$ cat config.mk
export PLATFORM = sky130hd
export DESIGN_NAME = cip_prioritizer
export DESIGN_NICKNAME = d
export VERILOG_FILES = /design/src/design/cip_prioritizer.v
export VERILOG_INCLUDE_DIRS = /design/src /design/src/design
export SDC_FILE = /design/constraint.sdc
export NUM_CORES = 1
export LEC_CHECK = 0
export BUFFER_PORTS_ARGS = -buffer_cell sky130_fd_sc_hd__buf_2
export CAP_MARGIN = 10
export CORE_UTILIZATION = 42
export CTS_BUF_LIST = sky130_fd_sc_hd__clkbuf_8 sky130_fd_sc_hd__clkbuf_16
export DETAILED_ROUTE_END_ITERATION = 8
export PLACE_DENSITY_LB_ADDON = 0.12
export SLEW_MARGIN = 10
export SYNTH_ARGS = -nofsm -noshare
export SYNTH_HDL_FRONTEND = slang
export SYNTH_SLANG_ARGS = --single-unit
$ cat constraint.sdc
create_clock -name MCLK -period 2.09 [get_ports MCLK]
set_input_delay 0.418 -clock MCLK [delete_from_list [all_inputs] [get_ports MCLK]]
set_output_delay 0.418 -clock MCLK [all_outputs]
set_load 0.01 [all_outputs]
$ cat src/design/cip_defines.vh
`ifndef CIP_DEFINES_VH
`define CIP_DEFINES_VH
`define CIP_NSRC 16
`define CIP_VEC_RESET 16'hFFFE
`define CIP_VEC_TRAP 16'hFFFC
`define CIP_VEC_TOP 16'hFFFA
`define CIP_VEC_STEP 16'h0002
`define CIP_PRIO_NONE 5'h00
`define CIP_IDX_UPPER_STACKED 1'b0
`define CIP_ST_RUN 2'h0
`define CIP_ST_ENTER 2'h1
`define CIP_ST_SERVICE 2'h2
`endif

$ cat src/design/cip_prioritizer.v
`timescale 1ns/10ps
`include "cip_defines.vh"
module cip_prioritizer (
  input wire MCLK,
  input wire ARST_N,
  // CPU core side
  input wire INSTR_DONE,
  input wire TRAP_EXEC,
  input wire RETURN_EXEC,
  input wire BREAK_MATCH,
  input wire GLOBAL_MASK,
  input wire [15:0] CUR_PC,
  input wire ENTRY_ACK,
  // Peripheral side
  input wire EXTERNAL_REQUEST_PIN_N,
  input wire EXTERNAL_REQUEST_MASK,
  input wire EXTERNAL_REQUEST_CLEAR,
  input wire PLL_LOCK,
  input wire PLL_CHANGE_ENABLE,
  input wire PLL_CHANGE_CLEAR,
  input wire [3:0] TIMER_CHANNEL_EVENT_FLAG,
  input wire [3:0] TIMER_CHANNEL_EVENT_ENABLE,
  input wire [1:0] TIMER_ROLLOVER_FLAG,
  input wire [1:0] TIMER_ROLLOVER_ENABLE,
  input wire SPI_RX_FULL_FLAG,
  input wire SPI_RX_FULL_ENABLE,
  input wire SPI_TX_EMPTY_FLAG,
  input wire SPI_TX_EMPTY_ENABLE,
  input wire SPI_SELECT_FAULT_FLAG,
  input wire SPI_SELECT_FAULT_DETECT,
  input wire SPI_RX_OVERRUN_FLAG,
  input wire SPI_FAULT_IRQ_ENABLE,
  input wire UART_TX_EMPTY_FLAG,
  input wire UART_TX_EMPTY_ENABLE,
  input wire UART_TX_DONE_FLAG,
  input wire UART_TX_DONE_ENABLE,
  input wire UART_RX_FULL_FLAG,
  input wire UART_RX_FULL_ENABLE,
  input wire UART_LINE_QUIET_FLAG,
  input wire UART_LINE_QUIET_ENABLE,
  input wire UART_RX_OVERRUN_FLAG,
  input wire UART_RX_OVERRUN_ENABLE,
  input wire UART_NOISE_FLAG,
  input wire UART_NOISE_ENABLE,
  input wire UART_STOP_BIT_BAD_FLAG,
  input wire UART_STOP_BIT_BAD_ENABLE,
  input wire UART_PARITY_BAD_FLAG,
  input wire UART_PARITY_BAD_ENABLE,
  input wire KEYPAD_REQUEST_FLAG,
  input wire KEYPAD_REQUEST_MASK,
  input wire ADC_DONE_FLAG,
  input wire ADC_DONE_ENABLE,
  input wire PERIODIC_TICK_FLAG,
  input wire PERIODIC_TICK_ENABLE,
  // Outputs
  output reg ENTRY_REQ,
  output reg [15:0] VECTOR,
  output reg [15:0] STACKED_PC,
  output reg [4:0] ENTRY_PRIO,
  output reg SET_GLOBAL_MASK,
  output reg PUSH_REGS,
  output reg POP_REGS,
  output reg STACK_IDX_UPPER,
  output reg FORCE_TRAP,
  output reg EXTERNAL_REQUEST_FLAG,
  output reg PLL_CHANGE_FLAG,
  output reg [`CIP_NSRC-1:0] SOURCE_PENDING_BITS
);

  // Lowest set index wins; index 0 maps to priority 1
  function [4:0] cip_pick;
    input [`CIP_NSRC-1:0] req;
    integer i;
    begin
      cip_pick = `CIP_PRIO_NONE;
      for (i = `CIP_NSRC - 1; i >= 0; i = i - 1) begin
        if (req[i]) begin
          cip_pick = i[4:0] + 5'h01;
        end
      end
    end
  endfunction

  // Vector pair address from priority, counting down from the top
  function [15:0] cip_vec;
    input [4:0] prio;
    begin
      cip_vec = `CIP_VEC_TOP - (({11'h000, prio} - 16'h0001) * `CIP_VEC_STEP);
    end
  endfunction

  reg ext_s1;
  reg ext_s2;
  reg lock_s1;
  reg lock_s2;
  reg lock_d;
  reg [1:0] state;
  reg [1:0] next_state;
  reg trap_pending;
  wire [`CIP_NSRC-1:0] grp_req;
  wire [4:0] win;
  wire spi_fault;
  wire uart_err;

  // Pins come from outside the clock domain
  always @(posedge MCLK or negedge ARST_N) begin
    if (!ARST_N) begin
      ext_s1 <= 1'b1;
      ext_s2 <= 1'b1;
      lock_s1 <= 1'b0;
      lock_s2 <= 1'b0;
      lock_d <= 1'b0;
    end else begin
      ext_s1 <= EXTERNAL_REQUEST_PIN_N;
      ext_s2 <= ext_s1;
      lock_s1 <= PLL_LOCK;
      lock_s2 <= lock_s1;
      lock_d <= lock_s2;
    end
  end

  // Latched flags; set wins over clear so no event is lost
  always @(posedge MCLK or negedge ARST_N) begin
    if (!ARST_N) begin
      EXTERNAL_REQUEST_FLAG <= 1'b0;
      PLL_CHANGE_FLAG <= 1'b0;
    end else begin
      if (!ext_s2) begin
        EXTERNAL_REQUEST_FLAG <= 1'b1;
      end else if (EXTERNAL_REQUEST_CLEAR) begin
        EXTERNAL_REQUEST_FLAG <= 1'b0;
      end
      if (lock_s2 != lock_d) begin
        PLL_CHANGE_FLAG <= 1'b1;
      end else if (PLL_CHANGE_CLEAR) begin
        PLL_CHANGE_FLAG <= 1'b0;
      end
    end
  end

  // Peripheral flags are set inside their own units; only gated here
  assign spi_fault = (SPI_SELECT_FAULT_FLAG & SPI_SELECT_FAULT_DETECT)
    | SPI_RX_OVERRUN_FLAG;
  assign uart_err = (UART_RX_OVERRUN_FLAG & UART_RX_OVERRUN_ENABLE)
    | (UART_NOISE_FLAG & UART_NOISE_ENABLE)
    | (UART_STOP_BIT_BAD_FLAG & UART_STOP_BIT_BAD_ENABLE)
    | (UART_PARITY_BAD_FLAG & UART_PARITY_BAD_ENABLE);

  // Group requests, one bit per priority level
  assign grp_req[0] = EXTERNAL_REQUEST_FLAG & ~EXTERNAL_REQUEST_MASK;
  assign grp_req[1] = PLL_CHANGE_FLAG & PLL_CHANGE_ENABLE;
  assign grp_req[2] = TIMER_CHANNEL_EVENT_FLAG[0] & TIMER_CHANNEL_EVENT_ENABLE[0];
  assign grp_req[3] = TIMER_CHANNEL_EVENT_FLAG[1] & TIMER_CHANNEL_EVENT_ENABLE[1];
  assign grp_req[4] = TIMER_ROLLOVER_FLAG[0] & TIMER_ROLLOVER_ENABLE[0];
  assign grp_req[5] = TIMER_CHANNEL_EVENT_FLAG[2] & TIMER_CHANNEL_EVENT_ENABLE[2];
  assign grp_req[6] = TIMER_CHANNEL_EVENT_FLAG[3] & TIMER_CHANNEL_EVENT_ENABLE[3];
  assign grp_req[7] = TIMER_ROLLOVER_FLAG[1] & TIMER_ROLLOVER_ENABLE[1];
  assign grp_req[8] = (SPI_RX_FULL_FLAG & SPI_RX_FULL_ENABLE)
    | (spi_fault & SPI_FAULT_IRQ_ENABLE);
  assign grp_req[9] = SPI_TX_EMPTY_FLAG & SPI_TX_EMPTY_ENABLE;
  assign grp_req[10] = uart_err;
  assign grp_req[11] = (UART_RX_FULL_FLAG & UART_RX_FULL_ENABLE)
    | (UART_LINE_QUIET_FLAG & UART_LINE_QUIET_ENABLE);
  assign grp_req[12] = (UART_TX_EMPTY_FLAG & UART_TX_EMPTY_ENABLE)
    | (UART_TX_DONE_FLAG & UART_TX_DONE_ENABLE);
  assign grp_req[13] = KEYPAD_REQUEST_FLAG & ~KEYPAD_REQUEST_MASK;
  assign grp_req[14] = ADC_DONE_FLAG & ADC_DONE_ENABLE;
  assign grp_req[15] = PERIODIC_TICK_FLAG & PERIODIC_TICK_ENABLE;

  assign win = cip_pick(grp_req);

  // Status view, registered so outputs come from flops
  always @(posedge MCLK or negedge ARST_N) begin
    if (!ARST_N) begin
      SOURCE_PENDING_BITS <= {`CIP_NSRC{1'b0}};
    end else begin
      SOURCE_PENDING_BITS <= grp_req;
    end
  end

  // Sequencer: run, enter (held until core acks), service
  always @* begin
    next_state = state;
    case (state)
      `CIP_ST_RUN: begin
        // Boundary only, never mid-instruction
        if (INSTR_DONE && (trap_pending || (!GLOBAL_MASK && win != `CIP_PRIO_NONE))) begin
          next_state = `CIP_ST_ENTER;
        end
      end
      `CIP_ST_ENTER: begin
        if (ENTRY_ACK) begin
          next_state = `CIP_ST_SERVICE;
        end
      end
      `CIP_ST_SERVICE: begin
        // Return reopens arbitration before the next program instruction
        if (RETURN_EXEC) begin
          next_state = `CIP_ST_RUN;
        end
      end
      default: begin
        next_state = `CIP_ST_RUN;
      end
    endcase
  end

  // Entry outputs latched once; no preemption while entering
  always @(posedge MCLK or negedge ARST_N) begin
    if (!ARST_N) begin
      state <= `CIP_ST_RUN;
      trap_pending <= 1'b0;
      ENTRY_REQ <= 1'b0;
      VECTOR <= `CIP_VEC_RESET;
      STACKED_PC <= 16'h0000;
      ENTRY_PRIO <= `CIP_PRIO_NONE;
      SET_GLOBAL_MASK <= 1'b0;
      PUSH_REGS <= 1'b0;
      POP_REGS <= 1'b0;
      STACK_IDX_UPPER <= `CIP_IDX_UPPER_STACKED;
      FORCE_TRAP <= 1'b0;
    end else begin
      state <= next_state;
      FORCE_TRAP <= BREAK_MATCH;
      POP_REGS <= RETURN_EXEC && (state == `CIP_ST_SERVICE);
      STACK_IDX_UPPER <= `CIP_IDX_UPPER_STACKED;
      SET_GLOBAL_MASK <= 1'b0;
      PUSH_REGS <= 1'b0;
      if (TRAP_EXEC || BREAK_MATCH) begin
        trap_pending <= 1'b1;
      end else if (state == `CIP_ST_RUN && next_state == `CIP_ST_ENTER) begin
        trap_pending <= 1'b0;
      end
      if (state == `CIP_ST_RUN && next_state == `CIP_ST_ENTER) begin
        ENTRY_REQ <= 1'b1;
        SET_GLOBAL_MASK <= 1'b1;
        PUSH_REGS <= 1'b1;
        if (trap_pending) begin
          VECTOR <= `CIP_VEC_TRAP;
          STACKED_PC <= CUR_PC;
          ENTRY_PRIO <= `CIP_PRIO_NONE;
        end else begin
          VECTOR <= cip_vec(win);
          STACKED_PC <= CUR_PC - 16'h0001;
          ENTRY_PRIO <= win;
        end
      end else if (state == `CIP_ST_ENTER && ENTRY_ACK) begin
        ENTRY_REQ <= 1'b0;
      end
    end
  end

endmodule

==> metrics.txt <==
Clock Skews about 0.0090 ns; area grow syn2layout 68.4%; Top delay family on crit path compound AO/OA/AOI/OAI gates; register bit total from synthesis 58; Ys Warns 0; Cell Chain, Critical Path buf_6, a22o_1, a31oi_1, o22ai_2, o41ai_2, a21oi_2, nor2_2, ha_2, xor2_2, ha_2, inv_2, a211oi_2, xnor2_1, o22a_1; Top cell by count, worst path ha_2; max_cap viols 0; Post-synth EDFFs 0; final worst-path cycle share 1.15; hold bufs inserted after CTS 0; worst min-delay path category primary input to async pin; final worst slack -0.319 ns; Unique masters post-synth 47; static leakage approximately 2.3 nW; hold slack 0.0871 ns; gr usage total 0.232; Max Fanout on Critical Path 3; height of the die roughly 83 um; num ports about 130; RSZ-0062 raised after global routing true; Hold Vio Cnt, Final 0; Seq/Total Area, Yosys 0.536; Arr. time, crit path roughly 2.7 ns; Clock Path Buffers 2; vias in the first global route between 2000 and 2500; final setup vio count 31; CP bufs+invs 2; Switch Pwr approximately 1.5 mW; Residual DRC 0; Inserted Diodes 0; Post-DRT Antenna Nets 0; mean routed wirelength per cell between 15 and 20 um; initial antenna violation count 0; Async SR Flop Fraction 1.00; Post-Route WL 8280 um; layout cells sized above 1 0.600; Reg2Reg Capture Point VECTOR[6]; total gr overflow 0; setup slack, reg-to-reg -0.16 ns; Initial Util 0.432; Clk pin slew, worst setup/hold paths 0.07 ns; # clock sinks slightly below 60; Slew @ Worst Pin approximately 0.6 ns; Gate power share 0.406; Worst-Skew Late Latency ~0.34 ns; Syn Inst Count 276; vias per cell about 5; Slowest-stage cell, CP o41ai_2; final net count approximately 550; DRT iter0 DRCs between 100 and 150; P per Cell Area roughly 1000 nW/um^2; path length in cells of the critical path 14; Tmin final roughly 2.4 ns; failing checks negative setup slack; setup tns final -7.84 ns; RePlAce Congestion approximately 0.8; fmax about 420 MHz; RR Startpoint PLL_CHANGE_FLAG; startpoint types primary input; largest net degree at the start of global routing 35; core region area approximately 6300 sq um; Sw Ratio 0.342; Sequential Power Share 0.341; top_reg_cell synth dfrtp_1; Clock Tree Root clkbuf_8; DR vias about 2800; DIE AREA just under 7000 sq um; H-tree levels 3; row count 29; CP Class primary input to flip-flop; total CTS buffers 9; Pre-antenna DRT Iters 4; Max stage delay on crit path roughly 0.25 ns; Clock power frac 0.253; # port buffers 130; required time of the critical path 2.37 ns; Mapped Area about 2700 sq um; status finished, violations left; Slew HR 0.599; final slew viol count 0; FILL cells ~460; syn avg cell area 9.89 sq um; Internal roughly 3.0 mW; Worst setup EP type flip-flop; global-route wire length before repair roughly 12000 um; VDD IR max ~0.67 mV; CTS tree built; final HPWL from detailed placement slightly above 5000 um; R2R cell count 12; Die X slightly above 80 um
[cells in the mapped netlist (2+ instances only)]
cell / instances / area, sq um
nand3_1: 4 / 20.0
or4_1: 2 / 15.0
and2_1: 2 / 12.5
xor2_1: 5 / 43.8
dfstp_2: 9 / 236
nand4_1: 3 / 18.8
dfrtp_1: 49 / 1230
and3_1: 2 / 12.5
buf_2: 4 / 20.0
nand2_1: 44 / 165
nor3_1: 8 / 40.0
buf_4: 11 / 82.6
nand2b_1: 5 / 31.3
a31oi_1: 5 / 31.3
a21oi_1: 4 / 20.0
a221oi_1: 2 / 17.5
o31ai_1: 3 / 22.5
o41ai_1: 2 / 17.5
inv_1: 21 / 78.8
o21ai_0: 26 / 130
ha_1: 4 / 50.1
nor2_1: 17 / 63.8
a22o_1: 2 / 17.5
nand4b_1: 2 / 17.5
a22oi_1: 4 / 30.0
xnor2_1: 13 / 114
o22a_1: 2 / 17.5
nor4_1: 2 / 12.5
[metrics by stage]
stage	cell area, sq um	setup WS (ns)	std cells	utilization	total power [mW]
global placement	3770	-0.616	513	0.597	2.61
global route	4590	-0.445	552	0.728	4.78
finish	4590	-0.319	552	0.728	4.53
detailed placement	3770	-0.708	513	0.597	2.64
floorplan	2790	-0.365	277	-	2.14
CTS	4350	-0.249	548	0.689	4.20
[cell type report]
cell class / count / area, sq um / share of cell area
Timing Repair Buffer: 198 / 1350 / 0.294
Clock inverter: 7 / 93.8 / 0.0204
Multi-Input combinational cell: 180 / 1370 / 0.298
Timing Repair inverter: 1 / 7.51 / 0.00163
Tap cell: 77 / 96.3 / 0.0210
Clock buffer: 9 / 124 / 0.0270
Sequential cell: 58 / 1460 / 0.318
Inverter: 22 / 90.1 / 0.0196
[registers in the layout, summed over array words and instances (netlist names), 2 cells and up]
signal,cells
STACKED_PC,16
VECTOR,7
state,2
ENTRY_PRIO,5
SOURCE_PENDING_BITS,16
[layout by cell type (no fill, tap or decap), types with 4 or more instances in the layout]
cell,n
buf_2,129
dfrtp_1,49
buf_4,49
nand2_1,24
inv_1,20
xnor2_1,13
nand2_2,12
nor2_1,12
o21ai_2,11
dfstp_2,9
clkbuf_8,9
buf_6,9
nand2_4,8
nor3_1,8
o21ai_0,7
o21ai_1,7
a31oi_1,5
nand3_1,4
nand2b_1,4
xor2_1,4
[cell families after synthesis]
kind of cell	synth area share
compound gates	0.150
other cells	0.00137
buf+inv	0.0734
xor+xnor	0.0578
flops	0.536
simple gates	0.163
fa+ha+maj	0.0183
[timing repair]
action / CTS / global route
gates cloned: 4 / 4
setup buffers: 16 / 1
pin swaps: 12 / 20
endpoints found under the setup margin: 31 / 31
gates resized for setup: 58 / 46
[power by group through the flow]
stage | Combinational, mW | Clock (mW) | Sequential (mW)
after floorplan | 0.523 | 0 | 1.62
after global placement | 1.10 | 0 | 1.51
after detailed placement | 1.12 | 0 | 1.52
after CTS | 1.53 | 1.16 | 1.51
after global routing | 1.99 | 1.21 | 1.58
final | 1.84 | 1.15 | 1.54
[layer usage]
| metal | routed length, um | part of all wire | up-vias | track usage |
|---|---|---|---|---|
| met5 | 0 | 0 | - | 0 |
| met4 | 138 | 0.017 | 0 | 0.0983 |
| met2 | 4120 | 0.50 | 129 | 0.389 |
| met3 | 698 | 0.084 | 16 | 0.0560 |
| li1 | - | - | 1329 | - |
| met1 | 3330 | 0.40 | 1305 | 0.285 |
[worst max path at each step]
| stage | from | endpoint | slack, ns |
|---|---|---|---|
| 4_1_cts | UART_TX_EMPTY_FLAG | VECTOR[6] | -0.25 |
| 2_1_floorplan | UART_TX_EMPTY_FLAG | VECTOR[6] | -0.37 |
| 3_5_place_dp | UART_TX_EMPTY_FLAG | VECTOR[6] | -0.71 |
| 6_report | UART_TX_EMPTY_FLAG | VECTOR[6] | -0.32 |
| 3_3_place_gp | UART_TX_EMPTY_FLAG | VECTOR[6] | -0.62 |
| 5_1_grt | UART_TX_EMPTY_FLAG | VECTOR[6] | -0.45 |
No activity file was read; power rests on OpenSTA's default activity.
